<file path="config.mk">
export PLATFORM = sky130hd
export DESIGN_NAME = alsw_ctrl
export DESIGN_NICKNAME = d
export VERILOG_FILES = /design/src/core/alsw_ctrl.v
export VERILOG_INCLUDE_DIRS = /design/src /design/src/core
export SDC_FILE = /design/constraint.sdc
export NUM_CORES = 1
export LEC_CHECK = 0
export BUFFER_PORTS_ARGS = -buffer_cell sky130_fd_sc_hd__clkbuf_2
export CAP_MARGIN = 10
export CELL_PAD_IN_SITES_DETAIL_PLACEMENT = 1
export CELL_PAD_IN_SITES_GLOBAL_PLACEMENT = 1
export CORE_ASPECT_RATIO = 1.1
export CORE_MARGIN = 3
export CORE_UTILIZATION = 26
export DETAILED_ROUTE_END_ITERATION = 8
export PLACE_DENSITY_LB_ADDON = 0.1
export SYNTH_ARGS = -nofsm -noshare
export SYNTH_HDL_FRONTEND = slang
export SYNTH_SLANG_ARGS = --single-unit
</file>
<file path="constraint.sdc">
create_clock -name clk -period 4.2 [get_ports clk]
set_input_delay 0.42 -clock clk [delete_from_list [all_inputs] [get_ports clk]]
set_output_delay 0.42 -clock clk [all_outputs]
set_load 0.005 [all_outputs]
</file>
<file path="src/core/alsw_consts.vh">
// Constants for the input-2 loss supervisor and sleep/wake controller.
// Assumes a 100 MHz clock and levels already converted by the analog front end.
//
// Contract
// Loss below 1 V or 2 mA.
// Loss clears at 1.5 V or 3 mA.
// Software sets 0-10 V low scale to 20%.
// PID feedback loss faults when both selectors nonzero.
// Codes 0 none, 1 fault, 2 stop.
// Codes 3,4,5 give zero, minimum, maximum.
// Code 6 runs first preset during loss.
// Code 7 holds last command or reference.
// Software stops drive before writing loss action.
// Sleep after signal low for sleep time.
// Sleep ramps to zero and flashes indicator.
// Wake above wake level, ramp back.
// Sleep level above wake level inverts comparisons.
// Source codes 0 off, 1 input1, 2 input2.
// Code 3 commanded frequency, 4 independent selectors.
// Sleep level 0.0-100.0%, 0.1% steps, 10.0%.
// Sleep time 0.0-600.0 s, 0.1 s, zero.
// Wake level same range, default 15.0%.
// Wake after wake time above level.
// Installer matches output range switch to mode.
// Timers count 0.1 s ticks, clear on fail.
// Everything inactive after reset, selectors zero; the input-2 mode select resets to 2.
`ifndef ALSW_CONSTS_VH
`define ALSW_CONSTS_VH
// ==========================================
// Register indices
`define ALSW_REG_LOSS_ACT 4'h0
`define ALSW_REG_SW_SEL 4'h1
`define ALSW_REG_SLP_LVL 4'h2
`define ALSW_REG_SLP_TIME 4'h3
`define ALSW_REG_WAK_LVL 4'h4
`define ALSW_REG_WAK_TIME 4'h5
`define ALSW_REG_SLP_SRC 4'h6
`define ALSW_REG_WAK_SRC 4'h7
`define ALSW_REG_IN2_MODE 4'h8
`define ALSW_REG_PID_SEL 4'h9
`define ALSW_REG_STATUS 4'hA
// ==========================================
// Reset values and limits
`define ALSW_RST_SLP_LVL 16'h0064
`define ALSW_RST_WAK_LVL 16'h0096
`define ALSW_RST_IN2_MODE 16'h0002
`define ALSW_MAX_LVL 16'h03E8
`define ALSW_MAX_TIME 16'h1770
`define ALSW_MAX_LOSS 16'h0007
`define ALSW_MAX_SW 16'h0004
`define ALSW_MAX_SRC 16'h0002
// ==========================================
// Loss thresholds, millivolts or microamps
`define ALSW_LOSS_MV 16'h03E8
`define ALSW_RECOV_MV 16'h05DC
`define ALSW_LOSS_UA 16'h07D0
`define ALSW_RECOV_UA 16'h0BB8
// ==========================================
// Timing
`define ALSW_TICK_MS 100
`define ALSW_CLK_KHZ 100000
`define ALSW_TICK_CYCLES (`ALSW_TICK_MS * `ALSW_CLK_KHZ)
`define ALSW_FLASH_TICKS 16'h0005
`endif

</file>
<file path="src/core/alsw_ctrl.v">
// Input-2 loss supervisor and sleep/wake controller.
// Assumes synchronous inputs, a plain register port, and a ramp stage downstream.
`include "alsw_consts.vh"

module alsw_ctrl #(
  parameter TICK_CYCLES = `ALSW_TICK_CYCLES
) (
  // Clock and reset
  input wire clk,
  input wire rst_b,
  // Register port
  input wire [3:0] reg_addr,
  input wire [15:0] reg_wdata,
  input wire reg_wr,
  input wire reg_rd,
  output reg [15:0] reg_rdata,
  // Measured signals
  input wire [15:0] in2_raw_level,
  input wire [15:0] in1_pct,
  input wire [15:0] in2_pct,
  input wire [15:0] cmd_freq_pct,
  // Drive context
  input wire drive_running,
  input wire in2_is_pid_fb,
  input wire in2_is_pid_ref,
  input wire [15:0] in2_freq_cmd,
  input wire [15:0] pid_ref_in,
  input wire [15:0] min_freq,
  input wire [15:0] max_freq,
  input wire [15:0] first_preset_frequency,
  // Loss responses
  output reg loss_active,
  output reg input_loss_fault,
  output reg stop_req,
  output reg ref_override,
  output reg [15:0] ref_value,
  // Sleep responses
  output reg sleep_active,
  output reg ramp_to_zero,
  output reg run_led_flash
);

  // ==========================================
  // Helpers

  function [15:0] clamp;
    input [15:0] v;
    input [15:0] lim;
    begin
      clamp = (v > lim) ? lim : v;
    end
  endfunction

  function [15:0] pick_src;
    input [15:0] code;
    input [15:0] a1;
    input [15:0] a2;
    input [15:0] cf;
    begin
      case (code)
        16'h0000: pick_src = a1;
        16'h0001: pick_src = a2;
        default: pick_src = cf;
      endcase
    end
  endfunction

  // The held source is passed in so that the combinational callers stay sensitive to it.
  function [15:0] hold_pick;
    input is_ref;
    input [15:0] pr;
    input [15:0] fc;
    begin
      hold_pick = is_ref ? pr : fc;
    end
  endfunction

  // ==========================================
  // Parameter store

  reg [15:0] input2_loss_action_r;
  reg [15:0] sleep_wake_source_select_r;
  reg [15:0] sleep_threshold_level_r;
  reg [15:0] sleep_qualify_time_r;
  reg [15:0] wake_threshold_level_r;
  reg [15:0] wake_qualify_time_r;
  reg [15:0] sleep_source_select_r;
  reg [15:0] wake_source_select_r;
  reg [15:0] input2_mode_select_r;
  reg [15:0] pid_reference_select_r;

  // Out-of-range writes are clamped, except to the PID select, so the logic never sees an undefined code.
  always @(posedge clk or negedge rst_b) begin
    if (!rst_b) begin
      input2_loss_action_r <= 16'h0000;
      sleep_wake_source_select_r <= 16'h0000;
      sleep_threshold_level_r <= `ALSW_RST_SLP_LVL;
      sleep_qualify_time_r <= 16'h0000;
      wake_threshold_level_r <= `ALSW_RST_WAK_LVL;
      wake_qualify_time_r <= 16'h0000;
      sleep_source_select_r <= 16'h0000;
      wake_source_select_r <= 16'h0000;
      input2_mode_select_r <= `ALSW_RST_IN2_MODE;
      pid_reference_select_r <= 16'h0000;
    end else if (reg_wr) begin
      case (reg_addr)
        `ALSW_REG_LOSS_ACT: input2_loss_action_r <= clamp(reg_wdata, `ALSW_MAX_LOSS);
        `ALSW_REG_SW_SEL: sleep_wake_source_select_r <= clamp(reg_wdata, `ALSW_MAX_SW);
        `ALSW_REG_SLP_LVL: sleep_threshold_level_r <= clamp(reg_wdata, `ALSW_MAX_LVL);
        `ALSW_REG_SLP_TIME: sleep_qualify_time_r <= clamp(reg_wdata, `ALSW_MAX_TIME);
        `ALSW_REG_WAK_LVL: wake_threshold_level_r <= clamp(reg_wdata, `ALSW_MAX_LVL);
        `ALSW_REG_WAK_TIME: wake_qualify_time_r <= clamp(reg_wdata, `ALSW_MAX_TIME);
        `ALSW_REG_SLP_SRC: sleep_source_select_r <= clamp(reg_wdata, `ALSW_MAX_SRC);
        `ALSW_REG_WAK_SRC: wake_source_select_r <= clamp(reg_wdata, `ALSW_MAX_SRC);
        `ALSW_REG_IN2_MODE: input2_mode_select_r <= clamp(reg_wdata, `ALSW_MAX_LOSS);
        `ALSW_REG_PID_SEL: pid_reference_select_r <= reg_wdata;
        default: begin
        end
      endcase
    end
  end

  // ==========================================
  // Read port

  reg [15:0] rdata_nxt;

  always @* begin
    case (reg_addr)
      `ALSW_REG_LOSS_ACT: rdata_nxt = input2_loss_action_r;
      `ALSW_REG_SW_SEL: rdata_nxt = sleep_wake_source_select_r;
      `ALSW_REG_SLP_LVL: rdata_nxt = sleep_threshold_level_r;
      `ALSW_REG_SLP_TIME: rdata_nxt = sleep_qualify_time_r;
      `ALSW_REG_WAK_LVL: rdata_nxt = wake_threshold_level_r;
      `ALSW_REG_WAK_TIME: rdata_nxt = wake_qualify_time_r;
      `ALSW_REG_SLP_SRC: rdata_nxt = sleep_source_select_r;
      `ALSW_REG_WAK_SRC: rdata_nxt = wake_source_select_r;
      `ALSW_REG_IN2_MODE: rdata_nxt = input2_mode_select_r;
      `ALSW_REG_PID_SEL: rdata_nxt = pid_reference_select_r;
      `ALSW_REG_STATUS: rdata_nxt = {10'h000, run_led_flash, ref_override, stop_req,
                                     input_loss_fault, sleep_active, loss_active};
      default: rdata_nxt = 16'h0000;
    endcase
  end

  always @(posedge clk or negedge rst_b) begin
    if (!rst_b) begin
      reg_rdata <= 16'h0000;
    end else if (reg_rd) begin
      reg_rdata <= rdata_nxt;
    end else begin
      reg_rdata <= 16'h0000;
    end
  end

  // ==========================================
  // Tenth-second tick

  reg [31:0] tick_cnt_r;
  reg tick_r;

  always @(posedge clk or negedge rst_b) begin
    if (!rst_b) begin
      tick_cnt_r <= 32'h00000000;
      tick_r <= 1'b0;
    end else if (tick_cnt_r >= TICK_CYCLES - 1) begin
      tick_cnt_r <= 32'h00000000;
      tick_r <= 1'b1;
    end else begin
      tick_cnt_r <= tick_cnt_r + 32'h00000001;
      tick_r <= 1'b0;
    end
  end

  // ==========================================
  // Loss detection with hysteresis

  // Current modes have bit 1 clear; the voltage modes all have it set.
  wire volt_mode = input2_mode_select_r[1];
  wire [15:0] loss_thr = volt_mode ? `ALSW_LOSS_MV : `ALSW_LOSS_UA;
  wire [15:0] recov_thr = volt_mode ? `ALSW_RECOV_MV : `ALSW_RECOV_UA;
  reg loss_nxt;

  always @* begin
    loss_nxt = loss_active;
    if (!loss_active && in2_raw_level < loss_thr) begin
      loss_nxt = 1'b1;
    end else if (loss_active && in2_raw_level >= recov_thr) begin
      loss_nxt = 1'b0;
    end
  end

  // ==========================================
  // Loss response

  reg [15:0] hold_val_r;
  wire [15:0] act = input2_loss_action_r;
  wire pid_fault = in2_is_pid_fb && act != 16'h0000 && pid_reference_select_r != 16'h0000;
  reg [15:0] ref_nxt;

  // The held value is frozen from the first cycle of loss onward.
  always @(posedge clk or negedge rst_b) begin
    if (!rst_b) begin
      hold_val_r <= 16'h0000;
    end else if (!loss_active) begin
      hold_val_r <= hold_pick(in2_is_pid_ref, pid_ref_in, in2_freq_cmd);
    end
  end

  always @* begin
    case (act)
      16'h0003: ref_nxt = 16'h0000;
      16'h0004: ref_nxt = min_freq;
      16'h0005: ref_nxt = max_freq;
      16'h0006: ref_nxt = first_preset_frequency;
      16'h0007: ref_nxt = loss_active ? hold_val_r : hold_pick(in2_is_pid_ref, pid_ref_in, in2_freq_cmd);
      default: ref_nxt = 16'h0000;
    endcase
  end

  always @(posedge clk or negedge rst_b) begin
    if (!rst_b) begin
      loss_active <= 1'b0;
      input_loss_fault <= 1'b0;
      stop_req <= 1'b0;
      ref_override <= 1'b0;
      ref_value <= 16'h0000;
    end else begin
      loss_active <= loss_nxt;
      input_loss_fault <= loss_nxt && (act == 16'h0001 || pid_fault);
      stop_req <= loss_nxt && act == 16'h0002;
      ref_override <= loss_nxt && act >= 16'h0003;
      ref_value <= loss_nxt ? ref_nxt : 16'h0000;
    end
  end

  // ==========================================
  // Sleep/wake source and comparisons

  wire [15:0] sw = sleep_wake_source_select_r;
  wire sw_on = sw != 16'h0000;
  reg [15:0] slp_sig;
  reg [15:0] wak_sig;

  always @* begin
    case (sw)
      16'h0001: begin
        slp_sig = in1_pct;
        wak_sig = in1_pct;
      end
      16'h0002: begin
        slp_sig = in2_pct;
        wak_sig = in2_pct;
      end
      16'h0003: begin
        slp_sig = cmd_freq_pct;
        wak_sig = cmd_freq_pct;
      end
      16'h0004: begin
        slp_sig = pick_src(sleep_source_select_r, in1_pct, in2_pct, cmd_freq_pct);
        wak_sig = pick_src(wake_source_select_r, in1_pct, in2_pct, cmd_freq_pct);
      end
      default: begin
        slp_sig = 16'h0000;
        wak_sig = 16'h0000;
      end
    endcase
  end

  wire inv = sleep_threshold_level_r > wake_threshold_level_r;
  wire slp_cond = inv ? (slp_sig > sleep_threshold_level_r) : (slp_sig < sleep_threshold_level_r);
  wire wak_cond = inv ? (wak_sig < wake_threshold_level_r) : (wak_sig > wake_threshold_level_r);

  // ==========================================
  // Qualification timers

  reg [15:0] slp_cnt_r;
  reg [15:0] wak_cnt_r;

  // Counts saturate so a long dwell cannot wrap and re-arm the wait.
  always @(posedge clk or negedge rst_b) begin
    if (!rst_b) begin
      slp_cnt_r <= 16'h0000;
      wak_cnt_r <= 16'h0000;
    end else begin
      if (!slp_cond || sleep_active || !drive_running) begin
        slp_cnt_r <= 16'h0000;
      end else if (tick_r && slp_cnt_r != 16'hFFFF) begin
        slp_cnt_r <= slp_cnt_r + 16'h0001;
      end
      if (!wak_cond || !sleep_active) begin
        wak_cnt_r <= 16'h0000;
      end else if (tick_r && wak_cnt_r != 16'hFFFF) begin
        wak_cnt_r <= wak_cnt_r + 16'h0001;
      end
    end
  end

  wire slp_go = sw_on && drive_running && slp_cond && slp_cnt_r >= sleep_qualify_time_r;
  wire wak_go = wak_cond && wak_cnt_r >= wake_qualify_time_r;

  // ==========================================
  // Sleep state and indicator

  reg [15:0] flash_cnt_r;
  reg sleep_nxt;

  always @* begin
    sleep_nxt = sleep_active;
    if (!sw_on || !drive_running) begin
      sleep_nxt = 1'b0;
    end else if (!sleep_active && slp_go) begin
      sleep_nxt = 1'b1;
    end else if (sleep_active && wak_go) begin
      sleep_nxt = 1'b0;
    end
  end

  // The indicator follows the next sleep state so it never outlives sleep by a cycle.
  always @(posedge clk or negedge rst_b) begin
    if (!rst_b) begin
      sleep_active <= 1'b0;
      ramp_to_zero <= 1'b0;
      run_led_flash <= 1'b0;
      flash_cnt_r <= 16'h0000;
    end else begin
      sleep_active <= sleep_nxt;
      ramp_to_zero <= sleep_nxt;
      if (!sleep_nxt) begin
        flash_cnt_r <= 16'h0000;
        run_led_flash <= 1'b0;
      end else if (tick_r) begin
        if (flash_cnt_r >= `ALSW_FLASH_TICKS - 16'h0001) begin
          flash_cnt_r <= 16'h0000;
          run_led_flash <= ~run_led_flash;
        end else begin
          flash_cnt_r <= flash_cnt_r + 16'h0001;
        end
      end
    end
  end

endmodule // alsw_ctrl
</file>
==> impl_results.html <==
<table>
<tr><th>Metric</th><th>Value</th></tr>
<tr><th colspan="2">Run status</th></tr>
<tr><td>Status</td><td>finished, final reports clean</td></tr>
<tr><th colspan="2">Placement</th></tr>
<tr><td>Number of cells after detailed placement</td><td>2657</td></tr>
<tr><td>Post-detail-place hpwl</td><td>46200 um</td></tr>
<tr><td>Routability congestion estimate</td><td>0.832</td></tr>
<tr><td>Post-DP Area</td><td>18300 sq um</td></tr>
<tr><td>Port-buffer cells</td><td>209</td></tr>
<tr><th colspan="2">Die</th></tr>
<tr><td>Placeable Area</td><td>61200 sq um</td></tr>
<tr><td>Width of the chip</td><td>243 um</td></tr>
<tr><td>Initial cell density of the core</td><td>26.3%</td></tr>
<tr><td>Overall die area</td><td>64900 sq um</td></tr>
<tr><td>Std-Cell Rows</td><td>95</td></tr>
<tr><td>IO Pins</td><td>210</td></tr>
<tr><td>Die outline height</td><td>267 um</td></tr>
<tr><th colspan="2">Yosys</th></tr>
<tr><td>Sequential fraction of the synthesis area</td><td>45.9%</td></tr>
<tr><td>Syn Area/Cell</td><td>9.73 sq um</td></tr>
<tr><td>Synthesized flop and latch total</td><td>295</td></tr>
<tr><td>Number of distinct library cells after synthesis</td><td>66</td></tr>
<tr><td>Total of warnings raised by yosys</td><td>0</td></tr>
<tr><td>Number of enable flip-flop cells after synthesis</td><td>0</td></tr>
<tr><td>Post-Synthesis Cell Area</td><td>16100 sq um</td></tr>
<tr><td>Number of standard cells after synthesis</td><td>1653</td></tr>
<tr><td>Async SR Flop Fraction</td><td>100%</td></tr>
<tr><td>Main flop type after synthesis</td><td>dfrtp_1</td></tr>
<tr><th colspan="2">Clock tree</th></tr>
<tr><td>Number of buffers inserted during clock tree synthesis</td><td>39</td></tr>
<tr><td>Clock slew seen by the registers of the worst setup and hold paths</td><td>0.06 ns</td></tr>
<tr><td>CTS Sinks</td><td>295</td></tr>
<tr><td>Insertion delay of the later-clocked pin in the worst-skew pair</td><td>0.56 ns</td></tr>
<tr><td>Root buffer selected by CTS</td><td>clkbuf_16</td></tr>
<tr><td>Max clock buf depth</td><td>3</td></tr>
<tr><td>CTS tree</td><td>done</td></tr>
<tr><td>Max H-tree Level</td><td>2</td></tr>
<tr><th colspan="2">Setup path</th></tr>
<tr><td>Type of element launching the critical path</td><td>register</td></tr>
<tr><td>Arr. time, crit path</td><td>4.44 ns</td></tr>
<tr><td>CP endpoint kind</td><td>register</td></tr>
<tr><td>Critical path class</td><td>reg2reg</td></tr>
<tr><td>R2r startpoint</td><td>sleep_wake_source_select_r[9]$_DFFE_PN0P_</td></tr>
<tr><td>Worst reg2reg endpoint</td><td>flash_cnt_r[10]$_DFFE_PN0P_</td></tr>
<tr><td>Data required, critical path</td><td>4.66 ns</td></tr>
<tr><td>CP max stage cell</td><td>or3b_4</td></tr>
<tr><td>Critical-path cell list</td><td>nor4_2 &gt; nand4_1 &gt; buf_4 &gt; or3b_4 &gt; nor3b_1 &gt; a21oi_1 &gt; o21ai_0 &gt; ha_1 &gt; nand4_1 &gt; nor2_1 &gt; a221o_1 &gt; nor3_2 &gt; buf_4 &gt; nor2b_4 &gt; o31ai_4 &gt; clkbuf_16 &gt; nor4b_4</td></tr>
<tr><td>Maximum fanout encountered on the critical timing path</td><td>7</td></tr>
<tr><td>Number of cells traversed by the worst register-to-register path</td><td>17</td></tr>
<tr><td>Crit path largest cell delay</td><td>0.44 ns</td></tr>
<tr><td>FF-to-FF setup slack</td><td>0.21 ns</td></tr>
<tr><th colspan="2">Hold path</th></tr>
<tr><td>End point of the most critical hold path</td><td>pid_reference_select_r[15]$_DFFE_PN0P_</td></tr>
<tr><td>Hold Path Class</td><td>in2reg</td></tr>
<tr><td>Number of stages on the worst hold path</td><td>2</td></tr>
<tr><td>Source of the worst hold timing path</td><td>reg_wdata[15]</td></tr>
<tr><th colspan="2">Global route</th></tr>
<tr><td>Pin count of the biggest net entering global routing</td><td>113</td></tr>
<tr><td>Wire length of the first global-routing pass</td><td>93400 um</td></tr>
<tr><td>Total congestion overflow</td><td>0</td></tr>
<tr><td>Via count of the first global-routing pass</td><td>14400</td></tr>
<tr><td>Antenna violations before repair</td><td>2</td></tr>
<tr><td>GR Util All Layers</td><td>18.8%</td></tr>
<tr><th colspan="2">STA</th></tr>
<tr><td>Maximum clock frequency</td><td>0.251 GHz</td></tr>
<tr><td>Worst hold slack</td><td>0.163 ns</td></tr>
<tr><td>Pins over their slew limit</td><td>0</td></tr>
<tr><td>Final Critical Period</td><td>3.99 ns</td></tr>
<tr><td>Transition at the pin with the smallest max-transition slack</td><td>1.08 ns</td></tr>
<tr><td>Ratio of final minimum period to clock period</td><td>94.9%</td></tr>
<tr><td>Max-slew headroom at the worst pin</td><td>27.7%</td></tr>
<tr><td>Max Clock Skew</td><td>0.0211 ns</td></tr>
<tr><td>Setup violations, final</td><td>0</td></tr>
<tr><td>Final number of hold-violating endpoints</td><td>0</td></tr>
<tr><td>Post-Route Setup TNS</td><td>0 ns</td></tr>
<tr><th colspan="2">Routing</th></tr>
<tr><td>Count of nets left with antenna violations after detail routing</td><td>0</td></tr>
<tr><td>Vias after detailed routing</td><td>13600</td></tr>
<tr><td>Vias per cell</td><td>4.97</td></tr>
<tr><td>Number of DRC markers in iteration 0</td><td>872</td></tr>
<tr><td>Detailed-routing iteration count for the pre-antenna-repair pass</td><td>5</td></tr>
<tr><td>Wirelength, routed</td><td>61600 um</td></tr>
<tr><td>Post-DR wirelength/cell</td><td>22.5 um</td></tr>
<tr><td># DRC</td><td>0</td></tr>
<tr><th colspan="2">Power</th></tr>
<tr><td>Leakage power summed over all cells</td><td>8.95 nW</td></tr>
<tr><td>Power per standard cell area</td><td>418 nW/um^2</td></tr>
<tr><td>Peak supply drop</td><td>0.250 mV</td></tr>
<tr><td>Power Total</td><td>8.31 mW</td></tr>
<tr><th colspan="2">Layout</th></tr>
<tr><td>Share of post-route cells with drive strength above 1</td><td>21.2%</td></tr>
<tr><td>Post-synthesis to final-layout area growth</td><td>23.7%</td></tr>
<tr><td>Final Non-Filler Cells</td><td>2735</td></tr>
<tr><td>Nets</td><td>2144</td></tr>
<tr><td>Number of fillers in the final layout</td><td>6969</td></tr>
<tr><td>Final design instance area without fill</td><td>19900 sq um</td></tr>
<tr><th colspan="2">Job</th></tr>
<tr><td>Max capacitance violation total</td><td>0</td></tr>
</table>
[worst max-delay path: cells and delay by family (launching register included)]
| family | cells | cell delay (ns) |
|---|---|---|
| buffers and inverters | 3 | 0.59 |
| AO/OA/AOI/OAI | 4 | 0.61 |
| adder cells (fa/ha/maj) | 1 | 0.29 |
| AND/OR/NAND/NOR | 9 | 2.01 |
| flip-flops | 1 | 0.40 |
[flip-flops by register name, indices dropped and copies added (netlist names), 16 cells and up]
name,flops
act,16
flash_cnt_r,16
hold_val_r,16
input2_mode_select_r,16
pid_reference_select_r,16
ref_value,16
reg_rdata,16
sleep_qualify_time_r,16
sleep_source_select_r,16
sleep_threshold_level_r,16
sleep_wake_source_select_r,16
slp_cnt_r,16
tick_cnt_r,32
wak_cnt_r,16
wake_qualify_time_r,16
wake_source_select_r,16
wake_threshold_level_r,16
[metal layers]
layer	vias up	wire length, um	share of wire, %	track usage (%)
li1	6399	-	-	-
met1	6869	29200	47	26.4
met2	265	28800	47	30.7
met3	53	2600	4.2	2.95
met4	0	970	1.6	4.15
met5	-	0	0	0
[cell usage in the layout (no fill, tap or decap), drive strengths merged, types with 27 or more instances in the layout]
cell    count
nor4       27
o21ai     129
a22o       30
nand3      30
mux2i      52
a21oi      96
ha         94
buf        47
xnor2      27
a221oi     29
inv        81
nand4      30
and3       27
clkbuf    264
nor2      117
dfrtp     287
and2       70
nor3       51
nand2     169
[layout make-up]
class                      instances  area (sq um)  area share (%)
multi-input combinational       1206          8300            41.7
sequential                       295          7390            37.2
timing repair buffer             257          1530            7.68
clock buffer                      55          1140            5.72
tap                              824          1030            5.18
inverter                          80           300            1.51
clock inverter                    16           206            1.04
antenna                            2          5.00          0.0252
[cell usage after synthesis, types with 24 or more instances]
master	number	area, sq um
ha_1	94	1180
dfrtp_1	287	7180
nor2_1	117	439
o21ai_0	105	526
clkbuf_1	71	267
nor4_1	27	169
nand2_1	169	634
mux2i_1	52	521
inv_1	79	297
o21ai_1	24	120
mux2_2	25	282
a221oi_1	29	254
and2_1	70	438
nor3_1	50	250
xor2_1	25	219
a21oi_1	95	475
xnor2_1	27	236
a22o_1	30	263
and3_1	27	169
nand3_1	30	150
nand4_1	30	188
[metrics by stage]
stage          util, %  setup WS (ns)
2_1_floorplan        -          0.360
3_3_place_gp      29.9         -0.155
3_5_place_dp      29.9         -0.205
4_1_cts           32.2        0.00745
5_1_grt           32.5        -0.0344
6_report          32.5          0.214
[how the worst max path moves through the flow]
stage,to,from,cells after the start,slack (ns)
finish,flash_cnt_r[10]$_DFFE_PN0P_,sleep_wake_source_select_r[9]$_DFFE_PN0P_,17,0.21
global route,flash_cnt_r[10]$_DFFE_PN0P_,sleep_wake_source_select_r[14]$_DFFE_PN0P_,17,-0.03
CTS,flash_cnt_r[4]$_DFFE_PN0P_,sleep_wake_source_select_r[9]$_DFFE_PN0P_,15,0.007
detailed placement,flash_cnt_r[10]$_DFFE_PN0P_,sleep_wake_source_select_r[9]$_DFFE_PN0P_,16,-0.21
global placement,flash_cnt_r[13]$_DFFE_PN0P_,sleep_wake_source_select_r[15]$_DFFE_PN0P_,14,-0.15
floorplan,slp_cnt_r[10]$_DFFE_PN0P_,sleep_wake_source_select_r[9]$_DFFE_PN0P_,14,0.36
[power by group]
group	leakage, nW	internal, mW	total (mW)	switching (mW)
registers	3.92	3.03	3.27	0.232
logic	4.37	0.625	1.55	0.925
clock network	0.660	2.14	3.49	1.35
[kinds of logic (layout without fill, tap and decap cells)]
family	after synthesis	after routing	share of synthesized area [%]
compound gates	369	369	14.5
flops	295	295	45.9
buf+inv	159	408	3.78
other cells	1	10	0.0233
xor+xnor	52	52	2.83
fa+ha+maj	94	94	7.31
mux	93	93	7.22
simple gates	590	590	18.4
[repair_timing]
item	in CTS	in global routing
endpoints found under the hold margin	49	0
endpoints found under the setup margin	34	50
gates cloned	0	2
buffers inserted	2	1
resized for setup	7	27
hold buffers	1	0
pin swaps	2	4
No activity file was read; power rests on OpenSTA's default activity.
